`src/fpa_map.vh`:
```
// constants for the flow output pin and alarm block
`ifndef FPA_MAP_VH
`define FPA_MAP_VH
// pin assignment codes
`define FPA_PIN_UNUSED 2'h0
`define FPA_PIN_INPUT 2'h1
`define FPA_PIN_OUTPUT 2'h2
// output function codes
`define FPA_FN_PULSE 2'h0
`define FPA_FN_SINGLE 2'h1
`define FPA_FN_DUAL 2'h2
`define FPA_FN_REVERSE 2'h3
// latching codes
`define FPA_LATCH_NONE 2'h0
`define FPA_LATCH_HIGH 2'h1
`define FPA_LATCH_LOW 2'h2
// timing
`define FPA_CLK_MHZ 125
`define FPA_HOLD_S 4
`define FPA_HOLD_CYCLES (`FPA_HOLD_S * `FPA_CLK_MHZ * 1000000)
`define FPA_PULSE_MAX_HZ 1000
`define FPA_PULSE_MIN_CYCLES (`FPA_CLK_MHZ * 1000000 / `FPA_PULSE_MAX_HZ / 2)
// damping levels 0..5
`define FPA_DAMP_MAX 3'h5
// register offsets
`define FPA_A_CFG 4'h0
`define FPA_A_PINA 4'h1
`define FPA_A_PINB 4'h2
`define FPA_A_THA 4'h3
`define FPA_A_THB 4'h4
`define FPA_A_CUT 4'h5
`define FPA_A_PPV 4'h6
`define FPA_A_TOT 4'h7
`define FPA_A_STAT 4'h8
`define FPA_A_UNIT 4'h9
// reset values of the pulse scaling
`define FPA_PPV_RST 16'h0001
`define FPA_UNIT_RST 32'h000003E8
`endif

```
`src/fpa_sync.v`:
```
// two flip-flop synchroniser for one pin level
`default_nettype none
module fpa_sync (
	// clock and reset
	input wire sys_clk_in,
	input wire sys_rst_in,
	// level in and out
	input wire d_in,
	output reg q_out
);
	reg meta; // first stage, read only by q_out

	// plain two-stage crossing
	always @(posedge sys_clk_in or posedge sys_rst_in) begin
		if (sys_rst_in) begin
			meta <= 1'b0;
			q_out <= 1'b0;
		end else begin
			meta <= d_in;
			q_out <= meta;
		end
	end
endmodule
`default_nettype wire

```
`src/fpa_alarm.v`:
```
// one output pin: pulse, alarm or reverse-flow function
`default_nettype none
`include "fpa_map.vh"
module fpa_alarm #(
	parameter W = 24,
	parameter [31:0] PULSE_MIN = `FPA_PULSE_MIN_CYCLES
) (
	// clock and reset
	input wire sys_clk_in,
	input wire sys_rst_in,
	// configuration
	input wire [1:0] func_in,
	input wire [1:0] latch_in,
	input wire invert_in,
	input wire [W-1:0] thresh_in,
	input wire [6:0] hyst_pct_in,
	// flow
	input wire [W-1:0] damped_mag_in,
	input wire damped_rev_in,
	input wire pulse_req_in,
	input wire clear_latch_in,
	// result: 1 means transistor conducting
	output reg active_out
);
	reg alarm; // normal alarm state before invert
	reg [7:0] pulse_pend; // pulses waiting to go out
	reg [31:0] pulse_cnt; // half-period timer
	reg pulse_lvl; // pulse train level
	wire [W+6:0] hb_prod; // thresh * pct, no overflow at W+7 bits
	wire [W+6:0] half_band;
	wire [W-1:0] on_lvl;
	wire [W-1:0] off_lvl;
	wire [W:0] on_sum;

	// half the band = thresh * pct / 200
	assign hb_prod = thresh_in * hyst_pct_in;
	assign half_band = hb_prod / 8'hC8;
	assign on_sum = {1'b0, thresh_in} + {1'b0, half_band[W-1:0]};
	// saturate on high side, floor at zero on low side
	assign on_lvl = on_sum[W] ? {W{1'b1}} : on_sum[W-1:0];
	assign off_lvl = (half_band[W-1:0] > thresh_in) ? {W{1'b0}} :
		thresh_in - half_band[W-1:0];

	// alarm state, latching or hysteresis
	always @(posedge sys_clk_in or posedge sys_rst_in) begin
		if (sys_rst_in) begin
			alarm <= 1'b0;
		end else if (latch_in == `FPA_LATCH_NONE) begin
			if (damped_mag_in >= on_lvl) begin
				alarm <= 1'b1;
			end else if (damped_mag_in <= off_lvl) begin
				alarm <= 1'b0;
			end
		end else if (latch_in == `FPA_LATCH_HIGH) begin
			// set beats clear so a live trip is not lost
			if (damped_mag_in > thresh_in) begin
				alarm <= 1'b1;
			end else if (clear_latch_in) begin
				alarm <= 1'b0;
			end
		end else begin
			if (damped_mag_in < thresh_in) begin
				alarm <= 1'b1;
			end else if (clear_latch_in) begin
				alarm <= 1'b0;
			end
		end
	end

	// pulse train: each request is one full pulse, queued if busy
	always @(posedge sys_clk_in or posedge sys_rst_in) begin
		if (sys_rst_in) begin
			pulse_pend <= 8'h00;
			pulse_cnt <= 32'h00000000;
			pulse_lvl <= 1'b0;
		end else begin
			if (pulse_cnt != 32'h00000000) begin
				pulse_cnt <= pulse_cnt - 32'h00000001;
				pulse_pend <= pulse_pend + {7'h00, pulse_req_in &
					(pulse_pend != 8'hFF)};
			end else if (pulse_lvl) begin
				pulse_lvl <= 1'b0;
				pulse_cnt <= PULSE_MIN;
				pulse_pend <= pulse_pend + {7'h00, pulse_req_in &
					(pulse_pend != 8'hFF)};
			end else if (pulse_pend != 8'h00 || pulse_req_in) begin
				pulse_lvl <= 1'b1;
				pulse_cnt <= PULSE_MIN;
				pulse_pend <= pulse_pend - {7'h00, ~pulse_req_in &
					(pulse_pend != 8'h00)};
			end
		end
	end

	// select the one function of this pin
	always @(posedge sys_clk_in or posedge sys_rst_in) begin
		if (sys_rst_in) begin
			active_out <= 1'b0;
		end else begin
			case (func_in)
			`FPA_FN_PULSE: active_out <= pulse_lvl;
			`FPA_FN_REVERSE: active_out <= damped_rev_in ^ invert_in;
			`FPA_FN_SINGLE: active_out <= alarm ^ invert_in;
			default: active_out <= alarm ^ invert_in;
			endcase
		end
	end
endmodule
`default_nettype wire

```
`src/fpa_top.v`:
```
// flow output pins, alarms, damping and totaliser
// Function
// - reverse flow ignored unless decrement option set, except by alarms at damping level 0
// - option set: total decrements, reverse pulses emitted
// - each pin unused, input or output
// - output pin runs exactly one function
// - pulses per volume, rate tracks flow
// - idle: sinking pin open, sourcing at zero
// - reverse function: steady level on reverse
// - no latching: on at top of band, off at bottom of band
// - high latching: latch when above threshold
// - low latching: latch when below threshold
// - latched alarm holds until reset event
// - clear by other pin input or hold
// - hysteresis band centred on threshold
// - invert gives complement of alarm
// - alarms use damped flow, pulses undamped
// - damping levels roughly doubling averaging time
// - total cleared by right button or input
// - flow below cut-off forced to zero
`default_nettype none
`include "fpa_map.vh"
module fpa_top #(
	parameter W = 24,
	parameter VOL_W = 16,
	parameter [31:0] HOLD_CYCLES = `FPA_HOLD_CYCLES,
	parameter [31:0] PULSE_MIN = `FPA_PULSE_MIN_CYCLES
) (
	// clock and reset
	input wire sys_clk_in,
	input wire sys_rst_in,
	// register port
	input wire [3:0] reg_addr_in,
	input wire [31:0] reg_wdata_in,
	input wire reg_wr_in,
	input wire reg_rd_in,
	output reg [31:0] reg_rdata_out,
	// flow measurement from the sensing logic
	input wire flow_valid_in,
	input wire [W-1:0] flow_mag_in,
	input wire flow_rev_in,
	input wire [VOL_W-1:0] vol_in,
	// local buttons and display state (pins, asynchronous)
	input wire btn_left_in,
	input wire btn_right_in,
	input wire total_shown_in,
	// transistor pins: sinking (a) and sourcing (b)
	input wire pin_a_in,
	input wire pin_b_in,
	output wire pin_a_sink_out,
	output wire pin_a_oe_out,
	output wire pin_b_src_out,
	output wire pin_b_oe_out,
	// running total
	output reg [31:0] total_out
);
	// register offsets
	localparam [3:0] A_CFG = `FPA_A_CFG; // pin assignment, options
	localparam [3:0] A_PINA = `FPA_A_PINA; // pin a function setup
	localparam [3:0] A_PINB = `FPA_A_PINB; // pin b function setup
	localparam [3:0] A_THA = `FPA_A_THA; // pin a threshold
	localparam [3:0] A_THB = `FPA_A_THB; // pin b threshold
	localparam [3:0] A_CUT = `FPA_A_CUT; // cut-off level
	localparam [3:0] A_PPV = `FPA_A_PPV; // pulses per volume unit
	localparam [3:0] A_TOT = `FPA_A_TOT; // running total
	localparam [3:0] A_STAT = `FPA_A_STAT; // live state
	localparam [3:0] A_UNIT = `FPA_A_UNIT; // volume counts per unit

	// software-written configuration
	reg [1:0] assign_a, assign_b; // pin assignment
	reg neg_en; // decrement total for reverse flow
	reg [2:0] damp_lvl; // damping level
	reg [1:0] func_a, func_b;
	reg [1:0] latch_a, latch_b;
	reg inv_a, inv_b;
	reg [6:0] hyst_a, hyst_b;
	reg [W-1:0] th_a, th_b;
	reg [W-1:0] cut_lvl;
	reg [15:0] ppv; // pulses per unit
	reg [31:0] unit_vol; // volume counts making one unit

	// synchronised pin inputs
	wire btn_l, btn_r, shown, in_a, in_b;
	fpa_sync u_sl (.sys_clk_in(sys_clk_in), .sys_rst_in(sys_rst_in),
		.d_in(btn_left_in), .q_out(btn_l));
	fpa_sync u_sr (.sys_clk_in(sys_clk_in), .sys_rst_in(sys_rst_in),
		.d_in(btn_right_in), .q_out(btn_r));
	fpa_sync u_sd (.sys_clk_in(sys_clk_in), .sys_rst_in(sys_rst_in),
		.d_in(total_shown_in), .q_out(shown));
	fpa_sync u_sa (.sys_clk_in(sys_clk_in), .sys_rst_in(sys_rst_in),
		.d_in(pin_a_in), .q_out(in_a));
	fpa_sync u_sb (.sys_clk_in(sys_clk_in), .sys_rst_in(sys_rst_in),
		.d_in(pin_b_in), .q_out(in_b));

	// cut-off and direction gate
	wire [W-1:0] mag_cut;
	wire rev_ok;
	wire fwd_ok;
	assign mag_cut = (flow_mag_in < cut_lvl) ? {W{1'b0}} : flow_mag_in;
	// reverse samples count only when the option is set
	assign rev_ok = flow_rev_in & neg_en & (mag_cut != {W{1'b0}});
	assign fwd_ok = ~flow_rev_in;

	// damping: first-order filter, shift k doubles time per level
	reg [W+7:0] damp_acc; // magnitude scaled by 2^8
	reg damp_rev;
	wire [W-1:0] damped_mag;
	wire [W+7:0] target;
	wire [3:0] shft;
	assign target = (fwd_ok | rev_ok) ? {mag_cut, 8'h00} : {(W+8){1'b0}};
	assign shft = {1'b0, damp_lvl} + 4'h1;
	assign damped_mag = (damp_lvl == 3'h0) ? mag_cut : damp_acc[W+7:8];

	// filter update once per flow sample
	always @(posedge sys_clk_in or posedge sys_rst_in) begin
		if (sys_rst_in) begin
			damp_acc <= {(W+8){1'b0}};
			damp_rev <= 1'b0;
		end else if (flow_valid_in) begin
			if (target >= damp_acc) begin
				damp_acc <= damp_acc + ((target - damp_acc) >> shft);
			end else begin
				damp_acc <= damp_acc - ((damp_acc - target) >> shft);
			end
			damp_rev <= rev_ok;
		end
	end

	// undamped volume to pulse requests
	reg [47:0] pulse_acc; // volume * ppv accumulator
	reg pulse_req;
	wire use_vol;
	wire [47:0] vol_ppv;
	assign use_vol = flow_valid_in & (mag_cut != {W{1'b0}}) &
		(fwd_ok | rev_ok);
	assign vol_ppv = {{(32-VOL_W){1'b0}}, vol_in} * ppv;

	// one request per unit crossed; ppv kept low by software
	always @(posedge sys_clk_in or posedge sys_rst_in) begin
		if (sys_rst_in) begin
			pulse_acc <= 48'h000000000000;
			pulse_req <= 1'b0;
		end else begin
			pulse_req <= 1'b0;
			if (pulse_acc >= {16'h0000, unit_vol} && unit_vol != 32'h0) begin
				pulse_acc <= pulse_acc - {16'h0000, unit_vol} +
					(use_vol ? vol_ppv : 48'h000000000000);
				pulse_req <= 1'b1;
			end else if (use_vol) begin
				pulse_acc <= pulse_acc + vol_ppv;
			end
		end
	end

	// remote inputs: rising edge on a pin set as input
	reg in_a_d, in_b_d;
	wire remote_a, remote_b;
	assign remote_a = (assign_a == `FPA_PIN_INPUT) & in_a & ~in_a_d;
	assign remote_b = (assign_b == `FPA_PIN_INPUT) & in_b & ~in_b_d;

	// left button hold counter for latch clear
	reg [31:0] hold_cnt;
	reg hold_fire;
	reg btn_r_d;
	always @(posedge sys_clk_in or posedge sys_rst_in) begin
		if (sys_rst_in) begin
			hold_cnt <= 32'h0;
			hold_fire <= 1'b0;
			in_a_d <= 1'b0;
			in_b_d <= 1'b0;
			btn_r_d <= 1'b0;
		end else begin
			in_a_d <= in_a;
			in_b_d <= in_b;
			btn_r_d <= btn_r;
			hold_fire <= 1'b0;
			if (!btn_l) begin
				hold_cnt <= 32'h0;
			end else if (hold_cnt == HOLD_CYCLES - 32'h1) begin
				hold_cnt <= HOLD_CYCLES; // fire once per hold
				hold_fire <= 1'b1;
			end else if (hold_cnt < HOLD_CYCLES) begin
				hold_cnt <= hold_cnt + 32'h1;
			end
		end
	end

	// latch clear for each pin comes from the other pin or the hold
	wire clr_a, clr_b;
	assign clr_a = hold_fire | remote_b;
	assign clr_b = hold_fire | remote_a;

	// total clear: right button while shown, or any remote input
	wire tot_clr;
	assign tot_clr = (btn_r & ~btn_r_d & shown) | remote_a | remote_b;

	// running total in volume counts
	always @(posedge sys_clk_in or posedge sys_rst_in) begin
		if (sys_rst_in) begin
			total_out <= 32'h0;
		end else if (tot_clr) begin
			total_out <= 32'h0;
		end else if (use_vol && rev_ok) begin
			total_out <= total_out - {{(32-VOL_W){1'b0}}, vol_in};
		end else if (use_vol) begin
			total_out <= total_out + {{(32-VOL_W){1'b0}}, vol_in};
		end
	end

	// the two output pins
	wire act_a, act_b;
	fpa_alarm #(.W(W), .PULSE_MIN(PULSE_MIN)) u_pa (
		.sys_clk_in(sys_clk_in), .sys_rst_in(sys_rst_in),
		.func_in(func_a), .latch_in(latch_a), .invert_in(inv_a),
		.thresh_in(th_a), .hyst_pct_in(hyst_a),
		.damped_mag_in(damped_mag), .damped_rev_in(damp_rev),
		.pulse_req_in(pulse_req), .clear_latch_in(clr_a),
		.active_out(act_a));
	fpa_alarm #(.W(W), .PULSE_MIN(PULSE_MIN)) u_pb (
		.sys_clk_in(sys_clk_in), .sys_rst_in(sys_rst_in),
		.func_in(func_b), .latch_in(latch_b), .invert_in(inv_b),
		.thresh_in(th_b), .hyst_pct_in(hyst_b),
		.damped_mag_in(damped_mag), .damped_rev_in(damp_rev),
		.pulse_req_in(pulse_req), .clear_latch_in(clr_b),
		.active_out(act_b));

	// drive only when output and active; idle is off
	assign pin_a_oe_out = (assign_a == `FPA_PIN_OUTPUT) & act_a;
	assign pin_a_sink_out = 1'b0; // sinking switch pulls low when on
	assign pin_b_oe_out = (assign_b == `FPA_PIN_OUTPUT) & act_b;
	assign pin_b_src_out = pin_b_oe_out; // sourcing: high only when on

	// register writes
	always @(posedge sys_clk_in or posedge sys_rst_in) begin
		if (sys_rst_in) begin
			assign_a <= `FPA_PIN_UNUSED;
			assign_b <= `FPA_PIN_UNUSED;
			neg_en <= 1'b0;
			damp_lvl <= 3'h0;
			func_a <= `FPA_FN_PULSE;
			func_b <= `FPA_FN_PULSE;
			latch_a <= `FPA_LATCH_NONE;
			latch_b <= `FPA_LATCH_NONE;
			inv_a <= 1'b0;
			inv_b <= 1'b0;
			hyst_a <= 7'h00;
			hyst_b <= 7'h00;
			th_a <= {W{1'b0}};
			th_b <= {W{1'b0}};
			cut_lvl <= {W{1'b0}};
			ppv <= `FPA_PPV_RST;
			unit_vol <= `FPA_UNIT_RST;
		end else if (reg_wr_in) begin
			if (reg_addr_in == A_CFG) begin
				assign_a <= reg_wdata_in[1:0];
				assign_b <= reg_wdata_in[3:2];
				neg_en <= reg_wdata_in[4];
				damp_lvl <= (reg_wdata_in[10:8] > `FPA_DAMP_MAX) ?
					`FPA_DAMP_MAX : reg_wdata_in[10:8];
			end else if (reg_addr_in == A_PINA) begin
				func_a <= reg_wdata_in[1:0];
				latch_a <= reg_wdata_in[3:2];
				inv_a <= reg_wdata_in[4];
				hyst_a <= reg_wdata_in[14:8];
			end else if (reg_addr_in == A_PINB) begin
				func_b <= reg_wdata_in[1:0];
				latch_b <= reg_wdata_in[3:2];
				inv_b <= reg_wdata_in[4];
				hyst_b <= reg_wdata_in[14:8];
			end else if (reg_addr_in == A_THA) begin
				th_a <= reg_wdata_in[W-1:0];
			end else if (reg_addr_in == A_THB) begin
				th_b <= reg_wdata_in[W-1:0];
			end else if (reg_addr_in == A_CUT) begin
				cut_lvl <= reg_wdata_in[W-1:0];
			end else if (reg_addr_in == A_PPV) begin
				ppv <= reg_wdata_in[15:0]; // software bounds this
			end else if (reg_addr_in == A_UNIT) begin
				unit_vol <= reg_wdata_in;
			end
		end
	end

	// register reads, data one cycle later; unmapped reads zero
	always @(posedge sys_clk_in or posedge sys_rst_in) begin
		if (sys_rst_in) begin
			reg_rdata_out <= 32'h0;
		end else if (!reg_rd_in) begin
			reg_rdata_out <= 32'h0;
		end else if (reg_addr_in == A_CFG) begin
			reg_rdata_out <= {21'h0, damp_lvl, 3'h0, neg_en, assign_b,
				assign_a};
		end else if (reg_addr_in == A_PINA) begin
			reg_rdata_out <= {17'h0, hyst_a, 3'h0, inv_a, latch_a, func_a};
		end else if (reg_addr_in == A_PINB) begin
			reg_rdata_out <= {17'h0, hyst_b, 3'h0, inv_b, latch_b, func_b};
		end else if (reg_addr_in == A_THA) begin
			reg_rdata_out <= {{(32-W){1'b0}}, th_a};
		end else if (reg_addr_in == A_THB) begin
			reg_rdata_out <= {{(32-W){1'b0}}, th_b};
		end else if (reg_addr_in == A_CUT) begin
			reg_rdata_out <= {{(32-W){1'b0}}, cut_lvl};
		end else if (reg_addr_in == A_PPV) begin
			reg_rdata_out <= {16'h0, ppv};
		end else if (reg_addr_in == A_TOT) begin
			reg_rdata_out <= total_out;
		end else if (reg_addr_in == A_STAT) begin
			reg_rdata_out <= {28'h0, damp_rev, act_b, act_a, btn_l};
		end else if (reg_addr_in == A_UNIT) begin
			reg_rdata_out <= unit_vol;
		end else begin
			reg_rdata_out <= 32'h0;
		end
	end
endmodule
`default_nettype wire

```
`config.mk`:
```
export PLATFORM = sky130hd
export DESIGN_NAME = fpa_top
export DESIGN_NICKNAME = d
export VERILOG_FILES = /design/src/fpa_sync.v /design/src/fpa_alarm.v /design/src/fpa_top.v
export VERILOG_INCLUDE_DIRS = /design/src
export SDC_FILE = /design/constraint.sdc
export NUM_CORES = 2
export LEC_CHECK = 0
export BUFFER_PORTS_ARGS = -buffer_cell sky130_fd_sc_hd__buf_2
export CAP_MARGIN = 10
export CORE_ASPECT_RATIO = 1.5
export CORE_UTILIZATION = 60
export DETAILED_ROUTE_END_ITERATION = 8
export GPL_TIMING_DRIVEN = 0
export PLACE_DENSITY = 0.78
export SKIP_CTS_REPAIR_TIMING = 1
export SYNTH_ARGS = -nofsm -noshare
export SYNTH_HDL_FRONTEND = slang
export SYNTH_HIERARCHICAL = 1
export SYNTH_SLANG_ARGS = --single-unit
```
`constraint.sdc`:
```
create_clock -name sys_clk_in -period 30.9 [get_ports sys_clk_in]
set_input_delay 6.18 -clock sys_clk_in [delete_from_list [all_inputs] [get_ports sys_clk_in]]
set_output_delay 6.18 -clock sys_clk_in [all_outputs]
set_load 0.01 [all_outputs]
```
==> summary.txt <==
GRT
  – Remaining Overflow, GRT: 0
  – First-pass GRT wire length: 396 mm
  – Gr usage total: 0.411
  – Vias in the first global route: 71600
  – Initial antenna violation count: 26
  – Largest net degree at the start of global routing: 92

Floorplan
  – Initial core utilization: 0.606
  – Rows: 156
  – Die ar.: 123000 um2
  – IO Pins: 155
  – Die Height: 430 um
  – Core footprint: 121000 um2
  – Die W: 287 um

Clock tree
  – Clock slew at reported path FFs: 0.06 ns
  – # H-tree levels: 2
  – Longest Clk Path Bufs: 3
  – TritonCTS clock tree: done
  – Clock sink total: 430
  – CTS buffer count: 49
  – Clk_lat worst skew: 0.64 ns
  – Clock root cell: clkbuf_16

Outcome
  – Status: complete, but fails checks
  – Failing checks: DRC

Timing
  – Final setup margin: 1.67 ns
  – Final-report max-slew violation count: 0
  – Slew HR: 0.0223
  – Tightest Pin Transition: 1.45 ns
  – Min Tclk post-route: 29.23 ns
  – Clock Skews: 0.0316 ns
  – Fin. Hold Viols: 0
  – Max Freq: 34.2 MHz
  – Setup violations, final: 0
  – Period utilization: 0.946

Cells and area
  – Post-Layout Cell Count: 11000
  – Layout cell share with drive strength beyond 1: 0.0880
  – Nets: 10700
  – Layout area overhead: 6.86%
  – Most common cell after layout, fill and taps aside: nand2_1
  – Leading cell types in the layout, fill and taps excluded: 1063 x nand2_1, 878 x inv_1, 730 x ha_1

Synth
  – Post-synth EDFFs: 0
  – Gate Count Post-Synth: 9189
  – Sequential-to-total area share from yosys stat: 0.147
  – Synth Area in Adders: 0.252
  – Simple-gate area share of the yosys netlist: 0.210
  – Asr flop ratio synth: 1.00
  – Mapped cell area: 73200 um2
  – Post-synth top flop: dfrtp_1
  – Unique masters post-synth: 165
  – Mux share of post-synthesis cell area: 0.0371
  – Synth Area in Compound Gates: 0.216
  – FF+latch count, synth: 430
  – Net Count, Synth: 10500
  – Largest family of logic cells by synthesized area: adder cells
  – Average size of a mapped cell: 7.97 um2
  – Yosys warning total: 6
  – Xor/xnor share of the synthesized area: 0.0667

Drt
  – DR pass1 iterations: 9
  – # DRC: 6
  – WL/cell: 23.4 um
  – Drt initial violations: 5542
  – Final wirelength: 258 mm
  – Vias: 71300
  – Final ANT Viol Nets: 0
  – Via density: 6.46

Place
  – Gpl congestion: 1.06
  – Pre-CTS WS: -0.109 ns
  – IO Port Bufs: 137
  – DP Cell Count: 10900
  – Dpl hpwl: 210 mm

Setup path
  – CP max stage cell: dfrtp_1
  – Worst path max stage delay: 0.59 ns
  – Worst path arrival time: 29.66 ns
  – Startpoint types: flip-flop
  – Critical Path Most Common Cell: o21ai_0
  – R2R setup slack: 1.67 ns
  – CP Launch Point: hyst_a[5]
  – Kind of critical path: flip-flop to flip-flop
  – CP endpoint: u_pa/alarm
  – Reg2reg path depth: 127
  – Reg2reg end: u_pa/alarm
  – Crit-path max FO: 10
  – Critical Path RT: 31.32 ns
  – R2r startpoint: hyst_a[5]
  – CP endpoint kind: flip-flop

Worst hold path
  – Worst hold-check path type: flip-flop to flip-flop

Flow run
  – Max-cap violations: 0
[critical path: cells and delay by family, from the launching register on]
kind,cells,cell delay (ns)
muxes,6,2.14
AOI/OAI and AO/OA,54,12.17
DFF,1,0.59
adders and majority gates,10,3.75
and+or+nand+nor,43,7.93
xor gates and xnor gates,2,0.36
buffers and inverters,12,2.06
[cell type report]
type                            instances  area, um2
Multi-Input combinational cell       7470      57600
Fill cell                           10700      42600
Sequential cell                       430      10800
Inverter                              903       3410
Tap cell                             1580       1980
Buffer                                384       1790
Clock buffer                           68       1360
Timing Repair Buffer                  168        991
Clock inverter                         24        322
Antenna cell                           18       45.0
[routing by layer]
layer	GRT usage	routed length, um	part of all wire	vias up
met3	0.0769	20500	0.079	1110
met5	0	108	0.00042	-
met4	0.339	25100	0.097	20
met2	0.698	123000	0.48	3275
li1	-	-	-	32400
met1	0.441	89500	0.35	34500
[flip-flops by register name (all words and copies together) (netlist names), 32 cells and up]
name            count
u_pa/pulse_cnt     32
total_out          32
damp_acc           32
pulse_acc          48
unit_vol           32
reg_rdata_out      32
hold_cnt           32
u_pb/pulse_cnt     32
[cell families (layout without fill, tap and decap cells)]
family | Yosys count | in the layout
AND/OR/NAND/NOR | 3159 | 3159
AO/OA/AOI/OAI | 2322 | 2322
buffers and inverters | 1289 | 1547
adder cells (fa/ha/maj) | 1209 | 1209
XOR/XNOR | 547 | 547
flip-flops | 430 | 430
multiplexers | 232 | 232
other | 1 | 19
[synthesized netlist by cell type (57+ instances only)]
cell type,count,area share
nand2_1,1063,0.055
inv_1,881,0.045
ha_1,730,0.12
nor2_1,669,0.034
a21oi_1,591,0.040
o21ai_0,493,0.034
fa_1,452,0.12
dfrtp_1,423,0.14
and2_1,392,0.034
xnor2_1,352,0.042
clkbuf_1,277,0.014
nor3_1,185,0.013
xor2_1,184,0.022
nand3_1,174,0.012
a21o_1,159,0.016
mux2_2,118,0.018
nand4_1,106,0.0091
nand2b_1,96,0.0082
a211oi_1,95,0.0097
nor2b_1,92,0.0079
mux2i_1,87,0.012
or3_1,73,0.0062
a31oi_1,70,0.0060
o211ai_1,67,0.0069
o21a_1,67,0.0069
and3_1,66,0.0056
o21bai_1,62,0.0064
nor4_1,61,0.0052
o21ai_1,57,0.0039
[stage by stage]
| step | area, um2 | util | TNS (ns) | hold WS (ns) |
|---|---|---|---|---|
| 3_5_place_dp | 76100 | 0.630 | -0.109 | 0.336 |
| 2_1_floorplan | 73200 | - | 0 | 0.331 |
| 5_1_grt | 78200 | 0.647 | -0.101 | 0.351 |
| 4_1_cts | 77800 | 0.644 | -0.281 | 0.338 |
| 3_3_place_gp | 75900 | 0.628 | 0 | 0.332 |
| 6_report | 78200 | 0.647 | 0 | 0.337 |
[worst min path at each step]
stage,start,endpoint,slack (ns),cells past startpoint
CTS,u_sb/meta,u_sb/q_out,0.34,0
finish,u_sb/meta,u_sb/q_out,0.34,0
floorplan,u_sa/meta,u_sa/q_out,0.33,0
global route,u_sd/meta,u_sd/q_out,0.35,0
global placement,u_sr/meta,u_sr/q_out,0.33,0
detailed placement,u_sb/meta,u_sb/q_out,0.34,0
Power is not shown: default switching activity piles up to over one toggle a cycle in this logic, so the estimate is an artifact.
